$ cat config.mk
export PLATFORM = sky130hd
export DESIGN_NAME = protocol_timing_config
export DESIGN_NICKNAME = d
export VERILOG_FILES = /design/src/design/ptc_pkg.sv /design/src/design/protocol_timing_config.sv
export SDC_FILE = /design/constraint.sdc
export NUM_CORES = 1
export LEC_CHECK = 0
export BUFFER_PORTS_ARGS = -buffer_cell sky130_fd_sc_hd__buf_2
export CAP_MARGIN = 25
export CORE_ASPECT_RATIO = 1.75
export CORE_UTILIZATION = 45
export DETAILED_ROUTE_END_ITERATION = 16
export GPL_ROUTABILITY_DRIVEN = 0
export GPL_TIMING_DRIVEN = 0
export MAX_ROUTING_LAYER = met4
export PLACE_DENSITY = 0.68
export SYNTH_ARGS = -nofsm -noshare
export SYNTH_HDL_FRONTEND = slang
export SYNTH_SLANG_ARGS = --single-unit
$ cat constraint.sdc
create_clock -name clock -period 5.8 [get_ports clock]
set_input_delay 1.16 -clock clock [delete_from_list [all_inputs] [get_ports clock]]
set_output_delay 1.16 -clock clock [all_outputs]
set_load 0.02 [all_outputs]
$ cat src/design/ptc_pkg.sv
// Constants, types and lookups for the protocol timing configuration block
package ptc_pkg;
  // ****************
  // Timing
  // ****************
  localparam int CLK_PERIOD_NS = 10;
  localparam int US_NS = 1000;
  localparam int US_CYCLES = (US_NS + CLK_PERIOD_NS - 1) / CLK_PERIOD_NS;
  localparam int ASYNC_INTERVAL_US = 228;
  localparam int ASYNC_CYCLES_DEF = ASYNC_INTERVAL_US * US_CYCLES;
  // ****************
  // Register indexes (byte address is four times)
  // ****************
  localparam logic [7:0] IDX_MODE = 8'h00;
  localparam logic [7:0] IDX_SRC0 = 8'h1a;
  localparam logic [7:0] IDX_SRC1 = 8'h1b;
  localparam logic [7:0] IDX_TIMING = 8'h22;
  localparam logic [7:0] IDX_START_A = 8'h26;
  localparam logic [7:0] IDX_START_B = 8'h27;
  localparam logic [7:0] IDX_STATUS = 8'h30;
  localparam logic [7:0] IDX_CHECK = 8'h31;
  localparam logic [7:0] REG_RESET = 8'h00;
  // ****************
  // Codes
  // ****************
  localparam logic [3:0] CODE_DSI3 = 4'h0;
  localparam logic [3:0] CODE_PSI5 = 4'h1;
  localparam logic [3:0] MULT_ONE = 4'h1;
  typedef enum logic [1:0] {SUB_ASYNC, SUB_SYNC, SUB_DAISY, SUB_DIAG} psi5_sub_t;
  typedef enum logic [1:0] {OSC_HOLD, OSC_UNTRAINED, OSC_TRAIN} osc_action_t;
  // ****************
  // Field layouts
  // ****************
  typedef struct packed {
    logic [2:0] collect_period_sel;
    logic train_protocol_sel;
    logic calib_value_reset;
    logic [1:0] cmd_resp_period_sel;
    logic calib_enable;
  } timing_cfg_t;
  typedef struct packed {
    logic source_enable;
    logic [2:0] format;
    logic [3:0] source_id;
  } source_cfg_t;
  typedef struct packed {
    logic pad;
    logic daisy_cmd_phase;
    psi5_sub_t psi5_sub;
    logic [3:0] protocol_type_code;
  } mode_cfg_t;
  function automatic logic [11:0] collect_period_us(input logic [2:0] sel);
    logic [11:0] us;
    us = 12'h000;
    case (sel)
      3'h0: us = 12'h064;
      3'h1: us = 12'h07d;
      3'h2: us = 12'h0fa;
      3'h3: us = 12'h14d;
      3'h4: us = 12'h1f4;
      3'h5: us = 12'h320;
      3'h6: us = 12'h3e8;
      default: us = 12'h7d0;
    endcase
    return us;
  endfunction
endpackage

$ cat src/design/protocol_timing_config.sv
// Protocol timing configuration registers with source send control
// Functional notes
// RULE1: PSI5 source settings steer source 0 sends
// RULE2: Enabled source sends at its start time
// RULE3: Timing register accessible in DSI3 or diagnostic
// RULE4: Timing register covered by array check
// RULE5: Period code selects 100 to 2000 us
// RULE6: Period used only for enabled training
// RULE7: DSI3 commands answered regardless of timing
// RULE8: Sync pulses answered regardless of timing
// RULE9: No training in async, diag, daisy command
// RULE10: Select 0 trains per protocol code 0/1
// RULE11: Calibration reset matters only when disabled
// RULE12: Response period is 1,2,4,8 periods
// RULE13: Response period inert in PSI5 mode
// RULE14: Hold, untrained reset, or train oscillator
// RULE15: Each enable switches its data source on
// RULE16: Timing fields at fixed bits, reset zero
// RULE17: Blocked writes leave timing register unchanged
//
// Register access over AHB-Lite was decided locally.
`timescale 1ns/1ns
module protocol_timing_config #(
  parameter int ASYNC_CYCLES = ptc_pkg::ASYNC_CYCLES_DEF
) (
  // Clock and reset
  input wire logic clock,
  input wire logic rst_b,
  // AHB-Lite slave
  input wire logic hsel,
  input wire logic [31:0] haddr,
  input wire logic [1:0] htrans,
  input wire logic hwrite,
  input wire logic [2:0] hsize,
  input wire logic [31:0] hwdata,
  input wire logic hready,
  output logic [31:0] hrdata,
  output logic hreadyout,
  output logic hresp,
  // Protocol events from the link front end
  input wire logic sync_pulse,
  input wire logic daisy_slot,
  // Sensor word send requests
  output logic send_word_a,
  output logic send_word_b,
  // Oscillator training control
  output logic train_active,
  output logic train_psi5,
  output ptc_pkg::osc_action_t osc_action,
  output logic [11:0] collect_period,
  output logic [3:0] cmd_resp_mult,
  // Register array check
  output logic [7:0] reg_check
);
  import ptc_pkg::*;

  if (ASYNC_CYCLES < 2) begin : g_chk
    $error("ASYNC_CYCLES must be at least 2");
  end

  // ****************
  // Reset release
  // ****************
  logic rst_s1_r;
  logic rst_n_r;
  always_ff @(posedge clock or negedge rst_b) begin
    if (!rst_b) begin
      rst_s1_r <= 1'b0;
      rst_n_r <= 1'b0;
    end else begin
      rst_s1_r <= 1'b1;
      rst_n_r <= rst_s1_r;
    end
  end

  // ****************
  // Bus slave
  // ****************
  // One wait state per access, so a read after a write always sees it
  logic pend_r, pend_nxt;
  logic wr_r, wr_nxt;
  logic hit_r, hit_nxt;
  logic [7:0] idx_r, idx_nxt;
  logic rdy_r, rdy_nxt;
  logic [31:0] rdata_r, rdata_nxt;
  logic [31:0] rd_mux;
  logic accept;
  logic we;

  assign accept = hsel & htrans[1] & hready;
  assign we = pend_r & wr_r & hit_r;

  always_comb begin
    pend_nxt = 1'b0;
    wr_nxt = wr_r;
    hit_nxt = hit_r;
    idx_nxt = idx_r;
    rdy_nxt = 1'b1;
    rdata_nxt = rdata_r;
    if (accept) begin
      pend_nxt = 1'b1;
      wr_nxt = hwrite;
      hit_nxt = (haddr[31:10] == 22'h000000) & (haddr[1:0] == 2'h0);
      idx_nxt = haddr[9:2];
      rdy_nxt = 1'b0;
    end else if (pend_r && !wr_r) begin
      rdata_nxt = hit_r ? rd_mux : 32'h00000000;
    end
  end

  always_ff @(posedge clock or negedge rst_n_r) begin
    if (!rst_n_r) begin
      pend_r <= 1'b0;
      wr_r <= 1'b0;
      hit_r <= 1'b0;
      idx_r <= 8'h00;
      rdy_r <= 1'b1;
      rdata_r <= 32'h00000000;
    end else begin
      pend_r <= pend_nxt;
      wr_r <= wr_nxt;
      hit_r <= hit_nxt;
      idx_r <= idx_nxt;
      rdy_r <= rdy_nxt;
      rdata_r <= rdata_nxt;
    end
  end

  assign hrdata = rdata_r;
  assign hreadyout = rdy_r;
  assign hresp = 1'b0;

  // ****************
  // Registers
  // ****************
  mode_cfg_t mode_r, mode_nxt;
  source_cfg_t src_r [2];
  source_cfg_t src_nxt [2];
  timing_cfg_t tim_r, tim_nxt;
  logic [7:0] start_r [2];
  logic [7:0] start_nxt [2];
  logic cfg_ok;
  logic psi5;
  logic [7:0] status;
  logic [7:0] chk_r, chk_nxt;
  logic [1:0] armed_r;

  assign psi5 = mode_r.protocol_type_code == CODE_PSI5;
  // Config access only in DSI3 or PSI5 diagnostic mode
  assign cfg_ok = (mode_r.protocol_type_code == CODE_DSI3) |
                  (psi5 & (mode_r.psi5_sub == SUB_DIAG)); // RULE3

  always_comb begin
    mode_nxt = mode_r;
    src_nxt = src_r;
    tim_nxt = tim_r;
    start_nxt = start_r;
    if (we) begin
      unique case (idx_r)
        IDX_MODE: mode_nxt = mode_cfg_t'({1'b0, hwdata[6:0]});
        IDX_SRC0: if (cfg_ok) src_nxt[0] = source_cfg_t'(hwdata[7:0]);
        IDX_SRC1: if (cfg_ok) src_nxt[1] = source_cfg_t'(hwdata[7:0]);
        IDX_TIMING: if (cfg_ok) tim_nxt = timing_cfg_t'(hwdata[7:0]); // RULE16 RULE17
        IDX_START_A: if (cfg_ok) start_nxt[0] = hwdata[7:0];
        IDX_START_B: if (cfg_ok) start_nxt[1] = hwdata[7:0];
        default: ;
      endcase
    end
  end

  always_ff @(posedge clock or negedge rst_n_r) begin
    if (!rst_n_r) begin
      mode_r <= mode_cfg_t'(REG_RESET);
      src_r[0] <= source_cfg_t'(REG_RESET);
      src_r[1] <= source_cfg_t'(REG_RESET);
      tim_r <= timing_cfg_t'(REG_RESET); // RULE16
      start_r[0] <= REG_RESET;
      start_r[1] <= REG_RESET;
    end else begin
      mode_r <= mode_nxt;
      src_r <= src_nxt;
      tim_r <= tim_nxt;
      start_r <= start_nxt;
    end
  end

  assign status = {2'h0, armed_r, osc_action, train_psi5, train_active};

  always_comb begin
    rd_mux = 32'h00000000;
    unique case (idx_r)
      IDX_MODE: rd_mux = {25'h0000000, mode_r.daisy_cmd_phase, mode_r.psi5_sub, mode_r.protocol_type_code};
      IDX_SRC0: rd_mux = cfg_ok ? {24'h000000, src_r[0]} : 32'h00000000;
      IDX_SRC1: rd_mux = cfg_ok ? {24'h000000, src_r[1]} : 32'h00000000;
      IDX_TIMING: rd_mux = cfg_ok ? {24'h000000, tim_r} : 32'h00000000; // RULE3 RULE13
      IDX_START_A: rd_mux = cfg_ok ? {24'h000000, start_r[0]} : 32'h00000000;
      IDX_START_B: rd_mux = cfg_ok ? {24'h000000, start_r[1]} : 32'h00000000;
      IDX_STATUS: rd_mux = {24'h000000, status};
      IDX_CHECK: rd_mux = {24'h000000, chk_r};
      default: rd_mux = 32'h00000000;
    endcase
  end

  // ****************
  // Array check
  // ****************
  // Rotating xor so swapped registers still change the check
  always_comb begin
    chk_nxt = {mode_r.daisy_cmd_phase, mode_r.psi5_sub, mode_r.protocol_type_code, 1'b0};
    chk_nxt = {chk_nxt[6:0], chk_nxt[7]} ^ src_r[0];
    chk_nxt = {chk_nxt[6:0], chk_nxt[7]} ^ src_r[1];
    chk_nxt = {chk_nxt[6:0], chk_nxt[7]} ^ tim_r; // RULE4
    chk_nxt = {chk_nxt[6:0], chk_nxt[7]} ^ start_r[0];
    chk_nxt = {chk_nxt[6:0], chk_nxt[7]} ^ start_r[1];
  end

  always_ff @(posedge clock or negedge rst_n_r) begin
    if (!rst_n_r) begin
      chk_r <= 8'h00;
    end else begin
      chk_r <= chk_nxt;
    end
  end

  assign reg_check = chk_r;

  // ****************
  // Time bases
  // ****************
  localparam int ACW = $clog2(ASYNC_CYCLES);
  localparam logic [ACW-1:0] ASYNC_LAST = ACW'(ASYNC_CYCLES - 1);
  localparam logic [6:0] US_LAST = 7'(US_CYCLES - 1);
  logic [6:0] us_cnt_r, us_cnt_nxt;
  logic [ACW-1:0] as_cnt_r, as_cnt_nxt;
  logic us_tick;
  logic as_tick;

  assign us_tick = us_cnt_r == US_LAST;
  assign as_tick = as_cnt_r == ASYNC_LAST;

  always_comb begin
    us_cnt_nxt = us_tick ? 7'h00 : us_cnt_r + 7'h01;
    as_cnt_nxt = as_tick ? '0 : as_cnt_r + ACW'(1);
  end

  always_ff @(posedge clock or negedge rst_n_r) begin
    if (!rst_n_r) begin
      us_cnt_r <= 7'h00;
      as_cnt_r <= '0;
    end else begin
      us_cnt_r <= us_cnt_nxt;
      as_cnt_r <= as_cnt_nxt;
    end
  end

  // ****************
  // Send control
  // ****************
  logic in_sync;
  logic [1:0] fire;
  logic [1:0] armed_nxt;
  logic [7:0] slot_r [2];
  logic [7:0] slot_nxt [2];
  logic async_fire;
  logic daisy_fire;
  logic send_a_r, send_b_r;

  // Sync pulses never depend on the timing register
  assign in_sync = psi5 & (mode_r.psi5_sub == SUB_SYNC); // RULE8

  for (genvar i = 0; i < 2; i++) begin : g_src
    always_comb begin
      armed_nxt[i] = armed_r[i];
      slot_nxt[i] = slot_r[i];
      fire[i] = 1'b0;
      if (sync_pulse && in_sync && src_r[i].source_enable) begin // RULE2 RULE15
        armed_nxt[i] = 1'b1;
        slot_nxt[i] = 8'h00;
      end else if (armed_r[i] && us_tick) begin
        if (slot_r[i] == start_r[i]) begin // RULE2
          fire[i] = 1'b1;
          armed_nxt[i] = 1'b0;
        end else begin
          slot_nxt[i] = slot_r[i] + 8'h01;
        end
      end
      if (!in_sync || !src_r[i].source_enable) begin
        armed_nxt[i] = 1'b0;
      end
    end

    always_ff @(posedge clock or negedge rst_n_r) begin
      if (!rst_n_r) begin
        armed_r[i] <= 1'b0;
        slot_r[i] <= 8'h00;
      end else begin
        armed_r[i] <= armed_nxt[i];
        slot_r[i] <= slot_nxt[i];
      end
    end
  end

  // Source 0 sends in async mode and in the daisy data phase (not command phase) whatever its enable
  assign async_fire = psi5 & (mode_r.psi5_sub == SUB_ASYNC) & as_tick; // RULE1
  assign daisy_fire = psi5 & (mode_r.psi5_sub == SUB_DAISY) & ~mode_r.daisy_cmd_phase & daisy_slot; // RULE1

  always_ff @(posedge clock or negedge rst_n_r) begin
    if (!rst_n_r) begin
      send_a_r <= 1'b0;
      send_b_r <= 1'b0;
    end else begin
      send_a_r <= async_fire | daisy_fire | fire[0]; // RULE1
      send_b_r <= fire[1]; // RULE2 RULE15
    end
  end

  assign send_word_a = send_a_r;
  assign send_word_b = send_b_r;

  // ****************
  // Oscillator training
  // ****************
  logic blocked;
  logic proto_ok;
  logic act_r, act_nxt;
  logic tp_r, tp_nxt;
  osc_action_t osc_r, osc_nxt;
  logic [11:0] per_r, per_nxt;
  logic [3:0] mult_r, mult_nxt;

  assign blocked = psi5 & ((mode_r.psi5_sub == SUB_ASYNC) | (mode_r.psi5_sub == SUB_DIAG) |
                   ((mode_r.psi5_sub == SUB_DAISY) & mode_r.daisy_cmd_phase)); // RULE9
  assign proto_ok = ~tim_r.train_protocol_sel & (mode_r.protocol_type_code[3:1] == 3'h0); // RULE10

  always_comb begin
    act_nxt = tim_r.calib_enable & proto_ok & ~blocked; // RULE9 RULE10
    tp_nxt = proto_ok & psi5; // RULE10
    if (tim_r.calib_enable) begin
      osc_nxt = act_nxt ? OSC_TRAIN : OSC_HOLD; // RULE14
    end else begin
      osc_nxt = tim_r.calib_value_reset ? OSC_UNTRAINED : OSC_HOLD; // RULE11 RULE14
    end
    per_nxt = tim_r.calib_enable ? collect_period_us(tim_r.collect_period_sel) : 12'h000; // RULE5 RULE6
    // DSI3 command decode is never gated by this register; only the multiple is reported
    mult_nxt = (mode_r.protocol_type_code == CODE_DSI3) ?
               (MULT_ONE << tim_r.cmd_resp_period_sel) : 4'h0; // RULE7 RULE12 RULE13
  end

  always_ff @(posedge clock or negedge rst_n_r) begin
    if (!rst_n_r) begin
      act_r <= 1'b0;
      tp_r <= 1'b0;
      osc_r <= OSC_HOLD;
      per_r <= 12'h000;
      mult_r <= 4'h0;
    end else begin
      act_r <= act_nxt;
      tp_r <= tp_nxt;
      osc_r <= osc_nxt;
      per_r <= per_nxt;
      mult_r <= mult_nxt;
    end
  end

  assign train_active = act_r;
  assign train_psi5 = tp_r;
  assign osc_action = osc_r;
  assign collect_period = per_r;
  assign cmd_resp_mult = mult_r;
endmodule // protocol_timing_config

==> impl_metrics.py, run 1 <==
metrics = {
    "logic_synthesis": {
        "synth_compound_area_share_pct": 5.81,
        "synth_top_family_by_area": "simple AND/OR/NAND/NOR gates",
        "yosysTopAreaCell": "dfrtp_1",
        "synthCells": 623,
        "ys_seq_area_share_pct": 49.0,
        "yosys.area_share.simple_pct": 16.0,
        "synth.lib_cells_used.distinct": 65,
        "synth_area_leaders": "dfrtp_1, mux2_2, xnor2_1",
        "synth_edf_count": 0,
        "synth_most_common_cell": "dfrtp_1",
        "synth.top_cells.by_count": "dfrtp_1, mux2_2, xnor2_1, nor2_1, nand2_1",
        "synth_xor_xnor_area_share_pct": 10.1,
        "yosys_warnings": 0,
        "syn_area_per_cell_sq_um": 11.3,
        "syn-cell-area_sq_mm": 0.00704,
        "synthAdderAreaFrac_pct": 1.56,
        "synth.top_cell.area_share_pct": 48.7,
        "ys_async_sr_fraction_pct": 100,
        "muxShareOfSynthArea_pct": 12.9,
        "dominantRegCellSynth": "dfrtp_1",
        "ys_ff_latch": 138,
    },
    "die": {
        "die_h_um": 168,
        "dieWidth_um": 96.6,
        "placementRows": 60,
        "coreArea_sq_mm": 0.0153,
        "io_pins": 140,
        "start_util_pct": 46.0,
        "die_area_sq_mm": 0.0162,
    },
    "cts": {
        "ctsRootBufferMaster": "clkbuf_16",
        "cts_resized": 0,
        "path_clk_slew_ps": 60,
        "ctsLongestPathBuffers": 2,
        "htree_levels": 4,
        "cts_tree": "yes",
        "clk_latency_ps": 420,
        "cts-buffers-inserted": 17,
        "cts_setup_buffers": 0,
        "cts_num_sinks": 138,
        "cts_hold_buf": 0,
    },
    "drt": {
        "route.detailed.drc": 0,
        "via_per_inst": 5.43,
        "vias": 5173,
        "wl_per_cell_um": 17.9,
        "drt.antenna.violating_nets": 0,
        "drtPass1Iterations": 5,
        "totalWireLength_um": 17100,
        "drt_iter0_markers": 313,
    },
    "setup_path": {
        "reg2reg_from": "idx_r[2]",
        "cp-end-kind": "flop",
        "cp_slowest_cell": "nor4_4",
        "path_cells": "nor4_4 -> nand4_4 -> nor3_4 -> mux2_2",
        "cp_max_fo": 10,
        "worst-setup-path-type": "flop to flop",
        "start_kind": "flop",
        "r2r_end": "src_r[12]",
        "cp.required_ps": 6100,
        "reg2reg_depth": 4,
        "critPathArrivalTime_ps": 2550,
        "slowest_delay_ps": 520,
        "rrSetupSlack_ps": 3550,
    },
    "sta": {
        "finalMaxSlewViolations": 0,
        "slew_headroom_pct": 54.5,
        "fin_tns_setup_ps": 0,
        "worst_slew_pin_slew_ps": 677,
        "clock_skew_ps": 9.67,
        "fin_ws_ps": 3550,
        "finalHoldViolCount": 0,
        "rsz0062_at_grt": "false",
        "period_share_pct": 38.9,
        "fmax_mhz": 443,
        "finalSetupViolations": 0,
        "timing.final.crit_period_ps": 2250,
    },
    "run_status": {
        "status": "complete, no violations",
    },
    "global_routing": {
        "grt.total_usage_pct": 23.9,
        "overflow": 0,
        "grt_pass1_vias": 5273,
        "antenna_found_initial": 0,
        "grt_start_max_net_pins": 60,
        "grt_pass1_wl_um": 27800,
    },
    "hold_path": {
        "hp-class": "flop to async pin",
    },
    "place": {
        "post-dp-hpwl_um": 12900,
        "dp_cells": 921,
        "portBuffers": 85,
        "post-place-ws_ps": 3330,
    },
    "cells_and_area": {
        "multiInputGateArea_sq_mm": 0.00337,
        "layout-drive-gt1-share_pct": 31.4,
        "finalNonFillerCells": 953,
        "syn2layout_area_growth_pct": 20.3,
        "seq_area_sq_mm": 0.00346,
        "n_fill_cell": 1359,
        "n_antenna_cell": 0,
        "finalNetCount": 838,
    },
    "power_and_ir_drop": {
        "power_density_mw_per_mm2": 294,
        "leakagePower_nw": 3.86,
        "vdd_drop_max_v": 0.000162,
    },
    "run": {
        "drv_cap": 0,
    },
}
layout by cell type, fill, tap and decap left out, drive strengths merged, types with 5 or more instances in the layout:
master	instances
nand4	10
nor2b	5
nor2	52
a211oi	7
a21oi	8
a22oi	8
nor3	6
nand2b	6
conb	27
nand2	41
mux2i	19
nor4b	5
xnor2	52
nor4	13
nand3	28
nor3b	5
and3	8
dfrtp	137
clkinv	5
o21ai	15
ha	8
mux2	64
buf	119
xor2	29
clkbuf	30
inv	14
critical path, delay by kind of cell (launching register included):
| family | cells | cell delay [ps] |
|---|---|---|
| flip-flops | 1 | 460 |
| multiplexers | 1 | 400 |
| AND/OR/NAND/NOR | 3 | 1270 |
cells by family after synthesis:
kind of cell,Yosys count
buf+inv,55
flops,138
mux,83
compound gates,59
simple gates,196
xor+xnor,81
fa+ha+maj,9
other cells,2
metal layers:
layer / GRT usage [%] / routed length, um
met1: 25.8 / 6140
met2: 40.0 / 9110
met3: 4.50 / 859
met4: 13.4 / 966
met5: - / 0
cell type report:
class                   instances  area share, %
clock buffers                  19           5.34
clock inverters                13           1.96
flip-flops and latches        138           40.8
multi-input cells             455           39.8
plain buffers                  43           3.17
repair buffers                 87           5.67
well taps                     186           2.75
inverters                      12          0.532
power by group:
group / switching [mW] / total (mW) / internal [mW]
Sequential: 0.0626 / 1.07 / 1.01
Clock: 0.423 / 1.13 / 0.702
Combinational: 0.162 / 0.292 / 0.129
stage by stage:
step           util (%)  instance area (sq um)  hold WS, ps  power, mW
2_1_floorplan         -                   7140          331       1.28
3_3_place_gp       50.9                   7800          337       1.37
3_5_place_dp       51.3                   7860          236       1.38
4_1_cts            55.3                   8470          244       2.51
5_1_grt            55.3                   8470          262       2.58
6_report           55.3                   8470          228       2.49
sequential cells by signal, summed over array words and instances (netlist names), 2 cells and up:
signal / flops
slot_r: 16
idx_r: 8
as_cnt_r: 15
hrdata: 8
us_cnt_r: 7
src_r: 16
armed_r: 2
tim_r: 8
cmd_resp_mult: 4
mode_r: 7
start_r: 16
osc_action: 2
reg_check: 8
collect_period: 11
worst max path at each step:
stage,startpoint,to,slack (ps)
after global placement,rst_n_r,src_r[3],340
after detailed placement,hsel,hrdata[2],3330
final,idx_r[2],src_r[12],3550
after CTS,hreadyout,hreadyout,3550
after floorplan,rst_n_r,armed_r[0],1670
after global routing,mode_r[0],slot_r[9],3410
(Power assumes the default switching activity.)
==> run 2: changes to the inputs <==
- clock period: 5.8 -> 2.27 ns (I/O delays scaled with it)
==> impl_metrics.py, run 2 (synthesis results as in run 1) <==
metrics = {
    "run_status": {
        "status": "complete, no violations",
    },
    "sta": {
        "clock_skew_ps": 10.2,
        "slew_headroom_pct": 54.7,
        "finalSetupViolations": 0,
        "worst_slew_pin_slew_ps": 677,
        "finalHoldViolCount": 0,
        "timing.final.crit_period_ps": 2190,
        "period_share_pct": 96.4,
        "rsz0062_at_grt": "true",
        "finalMaxSlewViolations": 0,
        "fmax_mhz": 457,
    },
    "cells_and_area": {
        "reg_top3": "slot_r (16), src_r (16), start_r (16)",
        "n_fill_cell": 1353,
        "finalNonFillerCells": 956,
        "finalNetCount": 841,
        "final_cell_mix": "dfrtp_1, buf_2, mux2_2",
        "syn2layout_area_growth_pct": 20.4,
        "n_antenna_cell": 0,
        "postLayoutCellArea_sq_mm": 0.00848,
        "layout-drive-gt1-share_pct": 31.8,
        "multiInputGateArea_sq_mm": 0.00339,
        "seq_area_sq_mm": 0.00346,
        "layout_commonest_cell": "dfrtp_1",
    },
    "cts": {
        "cts-buffers-inserted": 17,
        "cts_num_sinks": 138,
        "path_clk_slew_ps": 60,
        "cts_tree": "yes",
        "htree_levels": 4,
        "ctsLongestPathBuffers": 2,
        "clk_latency_ps": 420,
        "ctsRootBufferMaster": "clkbuf_16",
    },
    "place": {
        "post-dp-hpwl_um": 13100,
        "dpl_cell_area_sq_mm": 0.00785,
        "dp_cells": 921,
        "portBuffers": 85,
    },
    "global_routing": {
        "overflow": 0,
        "grt.total_usage_pct": 23.9,
        "grt_pass1_vias": 5406,
        "antenna_found_initial": 0,
        "grt_pass1_wl_um": 27900,
        "grt_start_max_net_pins": 58,
    },
    "hold_path": {
        "hold_depth": 2,
        "hp-class": "input pin to flop",
        "hold_path_startpoint": "haddr[4]",
        "whs_endpoint": "idx_r[2]",
    },
    "die": {
        "io_pins": 140,
        "die_h_um": 168,
        "start_util_pct": 46.0,
        "placementRows": 60,
        "dieWidth_um": 96.6,
        "die_area_sq_mm": 0.0162,
        "coreArea_sq_mm": 0.0153,
    },
    "drt": {
        "via_per_inst": 5.43,
        "drt.antenna.violating_nets": 0,
        "drt_iter0_markers": 197,
        "drtPass1Iterations": 4,
        "totalWireLength_um": 17100,
        "vias": 5188,
        "route.detailed.drc": 0,
        "wl_per_cell_um": 17.9,
    },
    "power_and_ir_drop": {
        "vdd_drop_max_v": 0.000445,
        "leakagePower_nw": 3.87,
        "power_density_mw_per_mm2": 736,
        "totalPowerFinal_mw": 6.24,
    },
    "setup_path": {
        "worst-setup-path-type": "flop to flop",
        "reg2reg_from": "idx_r[4]",
        "cp_max_fo": 9,
        "rrSetupSlack_ps": 80,
        "cp-end-kind": "flop",
        "cp.required_ps": 2570,
        "r2r_end": "tim_r[2]",
        "reg2reg_depth": 5,
        "critPathArrivalTime_ps": 2490,
        "start_kind": "flop",
    },
    "run": {
        "drv_cap": 0,
    },
}
-- run 2: cell types whose count changed in the layout (fill, tap and decap cells not counted) --
cell and change:
nor4b_1 -1, buf_4 +2, buf_16 -1, nor3_4 +1
dlygate4sd3_1 +1, nor3_2 -1, clkbuf_1 -1, clkbuf_8 -1
buf_12 +1, clkinv_2 +2, bufinv_16 -1, nor4b_4 +1
clkbuf_2 +1
-- run 2: repair_timing --
item	in CTS	in global routing
buffers inserted	0	2
gates resized for setup	0	5
setup endpoints to repair	0	43
hold buffers	1	0
hold endpoints to repair	2	0
-- run 2: how the worst max path moves through the flow --
stage	startpoint	to	slack [ps]	cells past startpoint
2_1_floorplan	idx_r[2]	src_r[10]	380	4
3_3_place_gp	idx_r[2]	src_r[10]	80	4
3_5_place_dp	idx_r[2]	src_r[9]	50	4
4_1_cts	idx_r[2]	src_r[15]	40	4
5_1_grt	idx_r[4]	tim_r[1]	-4	5
6_report	idx_r[4]	tim_r[2]	80	5
-- run 2: power breakdown --
group          internal (mW)  switching (mW)  leakage [nW]  total [mW]
combinational          0.335           0.412          1.88       0.746
sequential              2.58           0.168          1.71        2.75
clock                   1.65            1.09         0.282        2.74
-- run 2: area by class of cell --
class / instances / share of cell area, %
sequential: 138 / 40.8
multi-input combinational: 455 / 40.0
timing repair buffer: 90 / 5.87
clock buffer: 18 / 5.18
buffer: 43 / 3.19
tap: 186 / 2.74
clock inverter: 14 / 1.73
inverter: 12 / 0.531
-- run 2: per-stage QoR --
step           setup WS (ps)  utilization (%)  hold WS [ps]  TNS, ps
6_report                82.2             55.4           268        0
4_1_cts                 36.7             55.1           262        0
3_5_place_dp            50.3             51.2           242        0
3_3_place_gp            76.5             50.9           239        0
2_1_floorplan            377                -           158        0
5_1_grt                -4.21             55.4           269    -5.48
-- run 2: layer usage --
metal / global-route usage, % / up-vias / routed length, um
li1: - / 2402 / -
met3: 4.18 / 70 / 728
met1: 25.6 / 2513 / 6190
met2: 39.1 / 203 / 8930
met5: - / - / 0
met4: 16.2 / 0 / 1240
-- run 2: critical path, stage by stage (launching register included) --
cell	delay, ps
dfrtp_1	460
nor4b_4	380
nand3_2	230
nor2_1	290
nand3b_2	330
mux2_2	390
==> run 3: changes to the inputs <==
- PLACE_DENSITY: 0.68 -> 0.71
- clock period: 2.27 -> 2 ns (I/O delays scaled with it)
==> impl_metrics.py, run 3 (synthesis results as in run 1) <==
metrics = {
    "run_status": {
        "status": "complete, no violations",
    },
    "sta": {
        "clock_skew_ps": 13.6,
        "finalMaxSlewViolations": 0,
        "worst_slew_pin_slew_ps": 545,
        "finalHoldViolCount": 0,
        "period_share_pct": 96.6,
        "finalSetupViolations": 0,
        "fmax_mhz": 518,
        "timing.final.crit_period_ps": 1930,
        "slew_headroom_pct": 63.7,
    },
    "place": {
        "portBuffers": 85,
        "post-dp-hpwl_um": 13100,
        "dpl_cell_area_sq_mm": 0.00785,
    },
    "cts": {
        "ctsRootBufferMaster": "clkbuf_16",
        "clk_latency_ps": 420,
        "path_clk_slew_ps": 60,
        "ctsLongestPathBuffers": 2,
        "cts_num_sinks": 138,
        "cts-buffers-inserted": 17,
        "htree_levels": 4,
        "cts_tree": "yes",
    },
    "hold_path": {
        "hp-class": "input pin to flop",
        "hold_depth": 2,
    },
    "global_routing": {
        "grt_pass1_vias": 5388,
        "grt.total_usage_pct": 23.6,
        "overflow": 0,
        "grt_start_max_net_pins": 61,
        "grt_pass1_wl_um": 27600,
        "antenna_found_initial": 0,
    },
    "die": {
        "io_pins": 140,
        "die_h_um": 168,
        "placementRows": 60,
        "coreArea_sq_mm": 0.0153,
        "die_area_sq_mm": 0.0162,
        "dieWidth_um": 96.6,
        "start_util_pct": 46.0,
    },
    "cells_and_area": {
        "syn2layout_area_growth_pct": 23.5,
        "final_core_util_pct": 56.8,
        "layout-drive-gt1-share_pct": 34.0,
        "layout_commonest_cell": "dfrtp_1",
        "postLayoutCellArea_sq_mm": 0.00870,
        "reg_top3": "slot_r (16), src_r (16), start_r (16)",
        "n_antenna_cell": 0,
        "final_cell_mix": "dfrtp_1, buf_2, mux2_2",
        "finalNetCount": 848,
    },
    "setup_path": {
        "cp.required_ps": 2290,
        "slowest_delay_ps": 500,
        "start_kind": "flop",
        "reg2reg_depth": 6,
        "worst-setup-path-type": "flop to flop",
        "cp_slowest_cell": "dfrtp_1",
        "cp_max_fo": 10,
        "cp-end-kind": "flop",
        "path_cells": "clkbuf_4 -> buf_2 -> mux2i_1 -> nor2_1 -> nor3_1 -> o21ai_0",
        "critPathArrivalTime_ps": 2220,
    },
    "drt": {
        "vias": 5306,
        "drt_iter0_markers": 271,
        "totalWireLength_um": 17500,
        "drtPass1Iterations": 5,
        "route.detailed.drc": 0,
        "via_per_inst": 5.51,
        "drt.antenna.violating_nets": 0,
        "wl_per_cell_um": 18.2,
    },
    "power_and_ir_drop": {
        "power_density_mw_per_mm2": 820,
        "leakagePower_nw": 3.92,
        "vdd_drop_max_v": 0.000548,
    },
    "run": {
        "drv_cap": 0,
    },
}
## run 3: cell count changes in the layout (fill, tap and decap cells not counted), moves of 3 or more
cell / change
buf_4: +10
nor4_2: -5
nor4_4: +5
dfrtp_1: -3
dfrtp_2: +3
## run 3: layout make-up
class                           instances  area (sq um)
Buffer                                 40           263
Clock buffer                           21           460
Clock inverter                         11           121
Fill cell                            1295          6610
Inverter                               12          45.0
Multi-Input combinational cell        455          3540
Sequential cell                       138          3460
Tap cell                              186           233
Timing Repair Buffer                  100           573
## run 3: report_power, final
| group | switching (mW) | total (mW) | internal [mW] |
|---|---|---|---|
| clock | 1.20 | 3.09 | 1.90 |
| combinational | 0.494 | 0.904 | 0.410 |
| sequential | 0.210 | 3.14 | 2.93 |
## run 3: worst paths after layout
kind | start | endpoint | slack (ps)
setup / recovery | idx_r[0] | hrdata[5] | 70
hold / removal | haddr[8] | idx_r[6] | 210
setup reg to reg | idx_r[0] | hrdata[5] | 70
hold reg to reg | rst_n_r | slot_r[10] | 270
max in group asynchronous | rst_n_r | slot_r[1] | 780
min in group asynchronous | rst_n_r | slot_r[10] | 270
## run 3: metal layers
metal	up-vias	GRT usage, %	part of all wire (%)
li1	2421	-	-
met1	2578	25.2	35
met2	229	38.7	53
met3	78	4.77	5.3
met4	0	15.2	6.3
met5	-	-	0
## run 3: per-stage QoR
step	power, mW	setup TNS (ps)	setup WS [ps]	instances	hold WS [ps]
6_report	7.14	0	68.4	963	213
5_1_grt	7.39	-34.0	-19.5	963	208
2_1_floorplan	3.71	0	107	648	104
3_3_place_gp	3.96	-5170	-177	919	186
3_5_place_dp	4.00	-9240	-234	921	191
4_1_cts	7.11	-16.4	-12.5	958	202
## run 3: timing repair
| item | in CTS | in global routing |
|---|---|---|
| endpoints found under the hold margin | 2 | 0 |
| gates resized for setup | 11 | 22 |
| setup endpoints to repair | 73 | 66 |
| setup buffers | 4 | 8 |
| hold buffers | 1 | 0 |
| pin swaps | 4 | 6 |
## run 3: worst max-delay path: cells and delay by family (launching register included)
kind                   cells  cell delay (ps)
AOI/OAI and AO/OA          1              110
and+or+nand+nor            2              270
DFF                        1              500
muxes                      1              230
buffers and inverters      2              680
